[config.mk]
export PLATFORM = sky130hd
export DESIGN_NAME = dcc_top
export DESIGN_NICKNAME = d
export VERILOG_FILES = /design/src/common/dcc_pkg.sv /design/src/hw/dcc_top.sv
export VERILOG_INCLUDE_DIRS = /design/src /design/src/common
export SDC_FILE = /design/constraint.sdc
export NUM_CORES = 2
export LEC_CHECK = 0
export BUFFER_PORTS_ARGS = -buffer_cell sky130_fd_sc_hd__clkbuf_2
export CAP_MARGIN = 25
export CELL_PAD_IN_SITES_DETAIL_PLACEMENT = 2
export CELL_PAD_IN_SITES_GLOBAL_PLACEMENT = 2
export CORE_UTILIZATION = 46
export DETAILED_ROUTE_END_ITERATION = 10
export HOLD_SLACK_MARGIN = 0.05
export PLACE_DENSITY = 0.94
export SLEW_MARGIN = 20
export SYNTH_ARGS = -nofsm -noshare
export SYNTH_HDL_FRONTEND = slang
export SYNTH_SLANG_ARGS = --single-unit
[constraint.sdc]
create_clock -name clk_i -period 7.3 [get_ports clk_i]
set_clock_uncertainty 0.15 [all_clocks]
set_input_delay 1.095 -clock clk_i [delete_from_list [all_inputs] [get_ports clk_i]]
set_output_delay 1.095 -clock clk_i [all_outputs]
set_load 0.1 [all_outputs]
[src/common/dcc_regs.svh]
// register offsets, field positions and reset values of the capture/compare
`ifndef DCC_REGS_SVH
`define DCC_REGS_SVH

// =====================================================================
// byte offsets
`define DCC_OFS_VAL     10'h000  // channel value, one word per channel
`define DCC_OFS_CTL     10'h080  // channel control, one word per channel
`define DCC_OFS_TCNT    10'h100  // timer count, one word per timer
`define DCC_OFS_TREL    10'h110  // timer reload, one word per timer
`define DCC_OFS_TCTL    10'h120  // timer control, one word per timer
`define DCC_OFS_CSTAT   10'h130  // channel event status, write one clears
`define DCC_OFS_CMASK   10'h134  // channel event mask
`define DCC_OFS_TSTAT   10'h138  // timer overflow status, write one clears
`define DCC_OFS_TMASK   10'h13c  // timer overflow mask

// =====================================================================
// channel control fields
`define DCC_CTL_MODE_LSB 0       // mode, 3 bits
`define DCC_CTL_EDGE_LSB 3       // bit 3 rising, bit 4 falling
`define DCC_CTL_TSEL_BIT 5       // 0 first timer, 1 second timer

// timer control fields
`define DCC_TCTL_PS_LSB  0       // prescale select, 3 bits
`define DCC_TCTL_SRC_LSB 3       // clock source, 2 bits
`define DCC_TCTL_RUN_BIT 5       // timer runs while set

// =====================================================================
// reset values and timing
`define DCC_RST_VAL     16'h0000
`define DCC_RST_CTL     6'h00
`define DCC_RST_TCTL    6'h00
`define DCC_PS_BASE     11'h008  // smallest prescale factor
`define DCC_TMAX        16'hffff // last count before overflow

`endif

[src/common/dcc_pkg.sv]
// types shared by the capture/compare array
package dcc_pkg;
   // channel operating modes
   typedef enum logic [2:0] {
      DCC_OFF,
      DCC_CAPTURE,
      DCC_CMP0,
      DCC_CMP1,
      DCC_CMP2,
      DCC_CMP3,
      DCC_DOUBLE
   } dcc_mode_t;

   // timer clock sources
   typedef enum logic [1:0] {
      DCC_SRC_PRESC,
      DCC_SRC_GT6,
      DCC_SRC_EXT
   } dcc_src_t;
endpackage : dcc_pkg

[src/hw/dcc_top.sv]
// dual capture/compare array with four time bases and a wishbone slave
//
// Design decisions made here: register access over Wishbone and the address map.
`timescale 1ns/100ps
`include "dcc_regs.svh"
// =====================================================================
module dcc_top #(
   parameter int CH = 16                    // channels per array
) (
   input  wire logic            clk_i,      // cpu clock
   input  wire logic            rst_i,      // synchronous reset
   input  wire logic            wb_cyc_i,   // bus cycle
   input  wire logic            wb_stb_i,   // strobe
   input  wire logic            wb_we_i,    // write enable
   input  wire logic [9:0]      wb_adr_i,   // byte address
   input  wire logic [3:0]      wb_sel_i,   // byte lanes
   input  wire logic [31:0]     wb_dat_i,   // write data
   output logic      [31:0]     wb_dat_o,   // read data
   output logic                 wb_ack_o,   // acknowledge
   input  wire logic            gt6_ovf_i,  // general timer six event pulse
   input  wire logic [1:0]      ext_cnt_i,  // external counts, one per array
   input  wire logic [2*CH-1:0] cc_pin_i,   // channel pin levels
   output logic      [2*CH-1:0] cc_pin_o,   // channel pin drive
   output logic      [2*CH-1:0] cc_pin_oe_o,// channel pin enable
   output logic                 irq_o       // level interrupt
);
   import dcc_pkg::*;

   localparam int NCH = 2 * CH;             // channels in total
   localparam int NT  = 4;                  // timers in total

   // ==================================================================
   // functions
   // merge write data into a word by byte lanes
   function automatic logic [31:0] wmerge(input logic [31:0] old,
                                          input logic [31:0] nw,
                                          input logic [3:0]  sel);
      logic [31:0] r;
      r = old;
      for (int b = 0; b < 4; b++) begin
         if (sel[b]) begin
            r[8*b +: 8] = nw[8*b +: 8];
         end
      end
      return r;
   endfunction

   // timer index of a channel from its array and timer choice
   function automatic logic [1:0] tix_f(input int ch, input logic s);
      logic a;
      a = (ch >= CH);
      return {a, s};
   endfunction

   // prescaler hit, factor eight shifted left by the select
   function automatic logic presc_hit(input logic [9:0] d,
                                      input logic [2:0] ps);
      logic [10:0] m;
      m = (`DCC_PS_BASE << ps) - 11'h001;
      return (d & m[9:0]) == m[9:0];
   endfunction

   // ==================================================================
   // storage
   logic [15:0] val_reg  [NCH];             // channel values
   dcc_mode_t   mode_reg [NCH];             // channel modes
   logic [1:0]  edge_reg [NCH];             // capture edges
   logic        tsel_reg [NCH];             // timer choice
   logic [15:0] tcnt_reg [NT];              // timer counts
   logic [15:0] trel_reg [NT];              // timer reloads
   logic [2:0]  tps_reg  [NT];              // prescale selects
   dcc_src_t    tsrc_reg [NT];              // clock sources
   logic        trun_reg [NT];              // run bits
   logic [NCH-1:0] cstat_reg;               // channel events
   logic [NCH-1:0] cmask_reg;               // channel mask
   logic [NT-1:0]  tstat_reg;               // timer overflows
   logic [NT-1:0]  tmask_reg;               // timer mask
   logic [9:0]     div_reg;                 // free prescaler
   logic [1:0]     ext_prev_reg;            // last external count level
   logic [NCH-1:0] pin_prev_reg;            // last pin level
   logic [NCH-1:0] once_reg;                // compare done this period
   logic [NCH-1:0] pin_reg;                 // pin drive state
   logic [NT-1:0]  upd_reg;                 // count just changed
   logic [NT-1:0]  ovf_reg;                 // count just overflowed

   // ==================================================================
   // bus decode
   logic        req;                        // access in this cycle
   logic        wr;                         // write in this cycle
   logic [4:0]  cix;                        // channel index
   logic [1:0]  tix;                        // timer or misc index
   logic        sel_val;                    // value region
   logic        sel_ctl;                    // control region
   logic        sel_tim;                    // timer region
   logic [1:0]  tsub;                       // timer sub-region

   assign req     = wb_cyc_i & wb_stb_i & ~wb_ack_o;
   assign wr      = req & wb_we_i;
   assign cix     = wb_adr_i[6:2];
   assign tix     = wb_adr_i[3:2];
   assign tsub    = wb_adr_i[5:4];
   assign sel_val = (wb_adr_i[9:7] == 3'(`DCC_OFS_VAL >> 7));
   assign sel_ctl = (wb_adr_i[9:7] == 3'(`DCC_OFS_CTL >> 7));
   assign sel_tim = (wb_adr_i[9:6] == 4'(`DCC_OFS_TCNT >> 6));

   // ==================================================================
   // timer ticks
   logic [1:0]    ext_rise;                 // external count edges
   logic [NT-1:0] tick;                     // timer advance
   assign ext_rise = ext_cnt_i & ~ext_prev_reg;

   // source selection per timer
   always_comb begin
      for (int t = 0; t < NT; t++) begin
         case (tsrc_reg[t])
            DCC_SRC_PRESC: tick[t] = presc_hit(div_reg, tps_reg[t]);
            DCC_SRC_GT6:   tick[t] = gt6_ovf_i;
            DCC_SRC_EXT:   tick[t] = (t % 2 == 0) & ext_rise[t / 2];
            default:       tick[t] = 1'b0;
         endcase
         tick[t] = tick[t] & trun_reg[t];
      end
   end

   // free running divider and edge history
   always_ff @(posedge clk_i) begin
      if (rst_i) begin
         div_reg      <= 10'h000;
         ext_prev_reg <= 2'h0;
         pin_prev_reg <= '0;
      end else begin
         div_reg      <= div_reg + 10'h001;
         ext_prev_reg <= ext_cnt_i;
         pin_prev_reg <= cc_pin_i;
      end
   end

   // timers and their control
   always_ff @(posedge clk_i) begin
      if (rst_i) begin
         for (int t = 0; t < NT; t++) begin
            tcnt_reg[t] <= 16'h0000;
            trel_reg[t] <= 16'h0000;
            tps_reg[t]  <= 3'(`DCC_RST_TCTL >> `DCC_TCTL_PS_LSB);
            tsrc_reg[t] <= DCC_SRC_PRESC;
            trun_reg[t] <= 1'b0;
         end
         upd_reg <= '0;
         ovf_reg <= '0;
      end else begin
         for (int t = 0; t < NT; t++) begin
            upd_reg[t] <= tick[t];
            ovf_reg[t] <= tick[t] & (tcnt_reg[t] == `DCC_TMAX);
            if (wr && sel_tim && tsub == 2'd0 && tix == t) begin
               tcnt_reg[t] <= 16'(wmerge({16'h0, tcnt_reg[t]}, wb_dat_i,
                                         wb_sel_i));
            end else if (tick[t]) begin
               if (tcnt_reg[t] == `DCC_TMAX) begin
                  tcnt_reg[t] <= trel_reg[t];
               end else begin
                  tcnt_reg[t] <= tcnt_reg[t] + 16'h0001;
               end
            end
            if (wr && sel_tim && tsub == 2'd1 && tix == t) begin
               trel_reg[t] <= 16'(wmerge({16'h0, trel_reg[t]}, wb_dat_i,
                                         wb_sel_i));
            end
            if (wr && sel_tim && tsub == 2'd2 && tix == t && wb_sel_i[0]) begin
               tps_reg[t]  <= wb_dat_i[`DCC_TCTL_PS_LSB +: 3];
               tsrc_reg[t] <= dcc_src_t'(wb_dat_i[`DCC_TCTL_SRC_LSB +: 2]);
               trun_reg[t] <= wb_dat_i[`DCC_TCTL_RUN_BIT];
            end
         end
      end
   end

   // ==================================================================
   // channel events
   logic [NCH-1:0] match;                   // equality on a fresh count
   logic [NCH-1:0] evt;                     // compare event after limits
   logic [NCH-1:0] cap;                     // capture event
   logic [NCH-1:0] povf;                    // allocated timer overflowed
   logic [NCH-1:0] dbl_tog;                 // double mode toggle of pin
   logic [NCH-1:0] dbl_own;                 // pin driven by a double pair

   always_comb begin
      for (int c = 0; c < NCH; c++) begin
         logic [1:0] ti;
         logic       rise;
         logic       fall;
         int         lo;
         int         hi;
         ti   = tix_f(c, tsel_reg[c]);
         rise = cc_pin_i[c] & ~pin_prev_reg[c];
         fall = ~cc_pin_i[c] & pin_prev_reg[c];
         lo   = c & ~(CH / 2);
         hi   = c | (CH / 2);
         povf[c]  = ovf_reg[ti];
         match[c] = upd_reg[ti] & (tcnt_reg[ti] == val_reg[c]);
         case (mode_reg[c])
            DCC_CMP0, DCC_CMP1, DCC_DOUBLE: evt[c] = match[c];
            DCC_CMP2, DCC_CMP3: evt[c] = match[c] &
                                    (~once_reg[c] | povf[c]);
            default: evt[c] = 1'b0;
         endcase
         cap[c] = (mode_reg[c] == DCC_CAPTURE) &
                  ((edge_reg[c][0] & rise) | (edge_reg[c][1] & fall));
         // pin of the lower register of a pair
         dbl_tog[c] = (c == lo) &
                      ((mode_reg[c] == DCC_DOUBLE & evt[c]) |
                       (mode_reg[hi] == DCC_DOUBLE & evt[hi]));
         dbl_own[c] = (c == lo) & (mode_reg[c] == DCC_DOUBLE |
                                   mode_reg[hi] == DCC_DOUBLE);
      end
   end

   // channel values, control and capture
   always_ff @(posedge clk_i) begin
      if (rst_i) begin
         for (int c = 0; c < NCH; c++) begin
            val_reg[c]  <= `DCC_RST_VAL;
            mode_reg[c] <= DCC_OFF;
            edge_reg[c] <= 2'h0;
            tsel_reg[c] <= 1'b0;
         end
      end else begin
         for (int c = 0; c < NCH; c++) begin
            if (cap[c]) begin
               val_reg[c] <= tcnt_reg[tix_f(c, tsel_reg[c])];
            end else if (wr && sel_val && cix == c) begin
               val_reg[c] <= 16'(wmerge({16'h0, val_reg[c]}, wb_dat_i,
                                        wb_sel_i));
            end
            if (wr && sel_ctl && cix == c && wb_sel_i[0]) begin
               mode_reg[c] <= dcc_mode_t'(wb_dat_i[`DCC_CTL_MODE_LSB +: 3]);
               edge_reg[c] <= wb_dat_i[`DCC_CTL_EDGE_LSB +: 2];
               tsel_reg[c] <= wb_dat_i[`DCC_CTL_TSEL_BIT];
            end
         end
      end
   end

   // once-per-period flags and pin drive
   always_ff @(posedge clk_i) begin
      if (rst_i) begin
         once_reg <= '0;
         pin_reg  <= '0;
      end else begin
         for (int c = 0; c < NCH; c++) begin
            // the overflow opens a new period, a fresh event closes it
            once_reg[c] <= (once_reg[c] & ~povf[c]) | evt[c];
            if (dbl_own[c]) begin
               pin_reg[c] <= pin_reg[c] ^ dbl_tog[c];
            end else if (mode_reg[c] == DCC_CMP1) begin
               pin_reg[c] <= pin_reg[c] ^ evt[c];
            end else if (mode_reg[c] == DCC_CMP3) begin
               if (evt[c]) begin
                  pin_reg[c] <= 1'b1;
               end else if (povf[c]) begin
                  pin_reg[c] <= 1'b0;
               end
            end
         end
      end
   end

   // pin enable only for pin-driving modes
   always_comb begin
      for (int c = 0; c < NCH; c++) begin
         cc_pin_oe_o[c] = dbl_own[c] | (mode_reg[c] == DCC_CMP1) |
                          (mode_reg[c] == DCC_CMP3);
      end
   end
   assign cc_pin_o = pin_reg;

   // ==================================================================
   // interrupt status, set wins over clear
   always_ff @(posedge clk_i) begin
      if (rst_i) begin
         cstat_reg <= '0;
         cmask_reg <= '0;
         tstat_reg <= '0;
         tmask_reg <= '0;
      end else begin
         logic [31:0] clr;
         clr = (wr && sel_tim && tsub == 2'd3) ?
               wmerge(32'h0, wb_dat_i, wb_sel_i) : 32'h0;
         cstat_reg <= (cstat_reg & ~((tix == 2'd0) ? clr[NCH-1:0] : '0))
                      | cap | evt;
         tstat_reg <= (tstat_reg & ~((tix == 2'd2) ? clr[NT-1:0] : '0))
                      | ovf_reg;
         if (wr && sel_tim && tsub == 2'd3 && tix == 2'd1) begin
            cmask_reg <= NCH'(wmerge(32'(cmask_reg), wb_dat_i, wb_sel_i));
         end
         if (wr && sel_tim && tsub == 2'd3 && tix == 2'd3 && wb_sel_i[0]) begin
            tmask_reg <= wb_dat_i[NT-1:0];
         end
      end
   end
   assign irq_o = |(cstat_reg & cmask_reg) | |(tstat_reg & tmask_reg);

   // ==================================================================
   // read mux and acknowledge
   logic [31:0] rdat;                       // selected read word
   always_comb begin
      rdat = 32'h0;
      if (sel_val) begin
         rdat[15:0] = val_reg[cix];
      end else if (sel_ctl) begin
         rdat[`DCC_CTL_MODE_LSB +: 3] = mode_reg[cix];
         rdat[`DCC_CTL_EDGE_LSB +: 2] = edge_reg[cix];
         rdat[`DCC_CTL_TSEL_BIT]      = tsel_reg[cix];
      end else if (sel_tim) begin
         case (tsub)
            2'd0: rdat[15:0] = tcnt_reg[tix];
            2'd1: rdat[15:0] = trel_reg[tix];
            2'd2: begin
               rdat[`DCC_TCTL_PS_LSB +: 3]  = tps_reg[tix];
               rdat[`DCC_TCTL_SRC_LSB +: 2] = tsrc_reg[tix];
               rdat[`DCC_TCTL_RUN_BIT]      = trun_reg[tix];
            end
            default: begin
               case (tix)
                  2'd0:    rdat[NCH-1:0] = cstat_reg;
                  2'd1:    rdat[NCH-1:0] = cmask_reg;
                  2'd2:    rdat[NT-1:0]  = tstat_reg;
                  default: rdat[NT-1:0]  = tmask_reg;
               endcase
            end
         endcase
      end
   end

   // one wait state, ack for every address
   always_ff @(posedge clk_i) begin
      if (rst_i) begin
         wb_ack_o <= 1'b0;
         wb_dat_o <= 32'h0;
      end else begin
         wb_ack_o <= req;
         wb_dat_o <= req ? rdat : 32'h0;
      end
   end
endmodule // dcc_top

==> results_dict.tcl, run 1 <==
set metrics [dict create \
    holdBufCountCts 0 \
    synth_top_flop_cell "edfxtp_1" \
    grt-ovfl-total 503 \
    portBuffers 181 \
    synth_top_area_share_pct 37.5 \
    status "aborted with a tool error" \
    start_util_pct 46.4 \
    synth_cells 6720 \
    cts_buffer_depth 3 \
    gp_congestion 1.02 \
    grt_max_degree 164 \
    dp_slack_ps 1420 \
    synth-edff-count 856 \
    syn_area_um2 68500 \
    io_pins 184 \
    yosys_warnings 0 \
    yosys.area.top_type "edfxtp_1" \
    clock-sinks 1077 \
    syn_nets 6820 \
    die_x_um 388 \
    synth-seq-cells 1077 \
    num_rows 141 \
    dp_hpwl_mm 275 \
    numCtsBuffers 133 \
    die_h_um 388 \
    ys_seq_area_share_pct 44.0 \
    synth_area_leaders "edfxtp_1 (38%), mux2i_1 (8.7%), mux4_2 (8.6%), dfxtp_1 (6.5%), xnor2_1 (5.2%)" \
    htreeDepth 4 \
    antenna_found_initial 139 \
    postCtsSetupBuffers 0 \
    stop_error "[ERROR GRT-0232] Routing congestion too high. Check the congestion heatmap in the GUI." \
    synth_area_per_cell_um2 10.2 \
    haltStage "global routing (5_1_grt)" \
    cts_root_buf "clkbuf_16" \
    gr-usage-all-layers_pct 86.1 \
    ys_types 94 \
    synthArstFlopShare_pct 0 \
    cts_resized 0 \
]
[through the flow]
stage          instances  cell area [um2]  hold WS [ps]
4_1_cts             8738            76200           336
3_5_place_dp        8492            71700           306
3_3_place_gp        8485            71700           273
2_1_floorplan       6720            68500           263
[cell usage after synthesis (15+ instances only)]
master,n
nand2_1,941
edfxtp_1,856
mux2i_1,595
clkbuf_1,472
o21ai_0,419
nor2_1,413
xnor2_1,405
a21oi_1,265
mux4_2,262
o31ai_1,233
dfxtp_1,221
xor2_1,198
nand3_1,146
nor4_1,117
nor3_1,115
inv_1,103
buf_1,82
nor2b_1,63
a22oi_1,60
a31oi_1,58
nand4_1,57
buf_2,49
and3_1,46
and2_1,45
a211oi_1,33
nand3b_1,32
mux2_2,27
o21ai_1,26
o22ai_1,25
nor3b_1,19
o211ai_1,19
or3_1,19
nand2b_1,17
nor3_2,17
a2111oi_0,16
a22o_1,15
[routing by layer]
metal	global-route usage (%)	GRT overflow
met2	94.8	184
met5	69.3	13
met4	83.2	192
met3	80.6	50
met1	84.8	64
[cell families after synthesis]
kind of cell / Yosys count / share of synthesized area, %
AOI/OAI and AO/OA: 1286 / 11.6
xor gates and xnor gates: 603 / 7.71
adders and majority gates: 14 / 0.256
buffers and inverters: 712 / 4.03
DFF: 1077 / 44.0
muxes: 885 / 17.8
and+or+nand+nor: 2143 / 14.7
==> run 2, diff against run 1 <==
--- a/config.mk
+++ b/config.mk
@@ -8,12 +8,9 @@
 export LEC_CHECK = 0
 export BUFFER_PORTS_ARGS = -buffer_cell sky130_fd_sc_hd__clkbuf_2
 export CAP_MARGIN = 25
-export CELL_PAD_IN_SITES_DETAIL_PLACEMENT = 2
-export CELL_PAD_IN_SITES_GLOBAL_PLACEMENT = 2
-export CORE_UTILIZATION = 46
+export CORE_UTILIZATION = 40
 export DETAILED_ROUTE_END_ITERATION = 10
-export HOLD_SLACK_MARGIN = 0.05
-export PLACE_DENSITY = 0.94
+export PLACE_DENSITY_LB_ADDON = 0.15
 export SLEW_MARGIN = 20
 export SYNTH_ARGS = -nofsm -noshare
 export SYNTH_HDL_FRONTEND = slang
==> run 2 against run 1 <==
- the flow now finishes without violations
- area after synthesis is the same
- synthesized cell count unchanged
==> results_dict.tcl, run 2 <==
set metrics [dict create \
    r2r_end "tcnt_reg[3][11]$_DFFE_PP_" \
    r2r_cells 8 \
    synthArstFlopShare_pct 0 \
    synth-seq-cells 1077 \
    crit_start "cstat_reg[0]$_SDFF_PP0_" \
    dpl.cell_count 8781 \
    yosys-top-cells-count "nand2_1 (941), edfxtp_1 (856), mux2i_1 (595)" \
    syn_area_um2 68500 \
    synth_top_flop_cell "edfxtp_1" \
    fmax_ghz 0.206 \
    worstReg2RegStart "tps_reg[3][2]$_SDFFCE_PN0P_" \
    min_path_cells 1 \
    status "finished, final reports clean" \
    cpPeakStageDelay_ps 720 \
    final_cells 9040 \
    required_ps 6050 \
    hp-start "div_reg[0]$_SDFF_PP0_" \
    numCtsBuffers 133 \
    clock-sinks 1077 \
    io_pins 184 \
    gr-usage-all-layers_pct 35.6 \
    portBuffers 181 \
    hold_viol 0 \
    ant_nets 0 \
    p_int_mw 11.8 \
    synth_top_area_share_pct 37.5 \
    ys_types 94 \
    cap_violations 0 \
    cts_resized 0 \
    setup_tns_ps 0 \
    p_clk_share_pct 40.9 \
    crit_type "flop to output port" \
    holdPathEnd "div_reg[0]$_SDFF_PP0_" \
    synth_area_per_cell_um2 10.2 \
    p_sw_mw 5.06 \
    synth-edff-count 856 \
    cts_tree "built" \
    crit_path_end_kind "output port" \
    cts_root_buf "clkbuf_16" \
    p_leak_nw 26.6 \
    holdWs_ps 291 \
    yosys.area.top_type "edfxtp_1" \
    seqPwrFrac_pct 43.0 \
    finalSetupViolCount 0 \
    holdBufCountCts 0 \
    power.density_nw_per_um2 220 \
    p_comb_share_pct 16.1 \
    cp_max_fo 3 \
    dp_hpwl_mm 220 \
    drt-vias-per-instance 6.61 \
    drt_iter0_drc 8946 \
    grt_pass1_vias 54900 \
    num_vias 59700 \
    cts_buffer_depth 3 \
    final_layout_size_suffix_gt1_share_pct 15.2 \
    grt_max_degree 95 \
    ys_seq_area_share_pct 44.0 \
    dieArea_um2 173000 \
    cp_top_family "compound AO/OA/AOI/OAI gates" \
    postCtsSetupBuffers 0 \
    finalWirelength_mm 317 \
    yosys_warnings 0 \
    slowest_stage "a221oi_1" \
    peakVddDrop_v 0.000245 \
    grt_pass1_wl_mm 434 \
    core_um2 170000 \
    synthToLayoutAreaGrowth_pct 11.8 \
    die_h_um 416 \
    clk_latency_ps 820 \
    final.period_utilization_pct 66.7 \
    finalCriticalPeriod_ps 4870 \
    largest_register_ffs 512 \
    clk_pin_slew_worst_paths_ps 60 \
    synth_cells 6720 \
    worstPathArrival_ps 3620 \
    cp-start-kind "flop" \
    num_rows 151 \
    swShare_pct 30.0 \
    die_x_um 416 \
    avgRoutedWirePerCell_um 35.0 \
    rsz0062_at_grt "false" \
    ff2ff_setup_slack_ps 2970 \
    firstDrtPassIters 6 \
    mostFrequentLayoutCells "nand2_1 (941), edfxtp_1 (856), mux2i_1 (595), o21ai_0 (412), nor2_1 (411)" \
    slew_viol_final 0 \
    gp_congestion 1.01 \
    path_common_cell "nand4_1" \
    nNetsFinal 6802 \
    tightest_slew_ps 1240 \
    htreeDepth 4 \
    path_cells "a22o_1 > a221oi_1 > nand4_1 > nor3_1 > nand4_1 > clkbuf_2" \
    start_util_pct 40.4 \
    synth_area_leaders "edfxtp_1 (38%), mux2i_1 (8.7%), mux4_2 (8.6%), dfxtp_1 (6.5%), xnor2_1 (5.2%)" \
    hold_class "flop to flop" \
    grt-ovfl-total 0 \
    maxSlewHeadroom_pct 17.0 \
    antenna_found_initial 21 \
    synth_most_common_cell "nand2_1" \
    syn_nets 6820 \
    layout_commonest_cell "nand2_1" \
    critical_path_buf_inv_count 1 \
    remaining_drc_errors 0 \
]
==> run 2: cell counts after synthesis <==
No cell type changed its count.
==> run 2: worst max path at each step <==
stage | depth (start not counted) | end | slack, ps
finish | 6 | irq_o | 2430
global placement | 9 | tcnt_reg[0][12]$_SDFFCE_PN0P_ | 1960
detailed placement | 8 | val_reg[11][15]$_SDFFCE_PN0P_ | 2160
CTS | 6 | irq_o | 2580
global route | 6 | irq_o | 2460
floorplan | 4 | cc_pin_oe_o[23] | 3100
==> run 2: per-layer routing <==
metal,wire (um),track usage (%)
met1,125000,48.2
met2,131000,50.1
met3,44200,12.8
met4,16600,16.8
met5,35,0
==> run 2: cell type report <==
class,instances,area (um2)
clock inverters,59,584
clock buffers,187,3820
flip-flops and latches,1077,30100
well taps,2218,2780
diodes,9,22.5
inverters,104,393
fillers,15900,93200
repair buffers,455,3040
multi-input cells,4931,35900
==> run 2: kinds of logic (layout without fill, tap and decap cells) <==
group / after synthesis / count (layout) / synth area share (%)
AND/OR/NAND/NOR: 2143 / 2143 / 14.7
buffers and inverters: 712 / 805 / 4.03
adder cells (fa/ha/maj): 14 / 14 / 0.256
flip-flops: 1077 / 1077 / 44.0
multiplexers: 885 / 885 / 17.8
AO/OA/AOI/OAI: 1286 / 1286 / 11.6
XOR/XNOR: 603 / 603 / 7.71
other: 0 / 9 / 0
==> run 2: metrics by stage <==
stage | area (um2) | utilization [%] | power, mW | setup slack [ps]
detailed placement | 72200 | 42.5 | 9.96 | 2160
finish | 76600 | 45.1 | 16.9 | 2430
CTS | 76600 | 45.1 | 16.8 | 2580
floorplan | 68500 | - | 8.89 | 3100
global placement | 72100 | 42.4 | 9.94 | 1960
global route | 76600 | 45.1 | 17.2 | 2460
==> run 2: worst reg2reg max path, cell delays in order, from the launching register on <==
cell	delay (ps)
edfxtp_1	510
or3_1	440
ha_1	290
nor2b_1	180
a221oi_1	320
o2111ai_1	190
a21oi_1	810
nor2b_1	240
a21oi_1	810
==> run 2: power groups by stage <==
stage | Sequential (mW) | Combinational (mW) | Clock (mW)
6_report | 7.25 | 2.71 | 6.90
2_1_floorplan | 7.22 | 1.66 | 0
3_5_place_dp | 7.36 | 2.60 | 0
3_3_place_gp | 7.36 | 2.58 | 0
4_1_cts | 7.23 | 2.62 | 6.92
5_1_grt | 7.26 | 2.77 | 7.12
(Power assumes the default switching activity.)
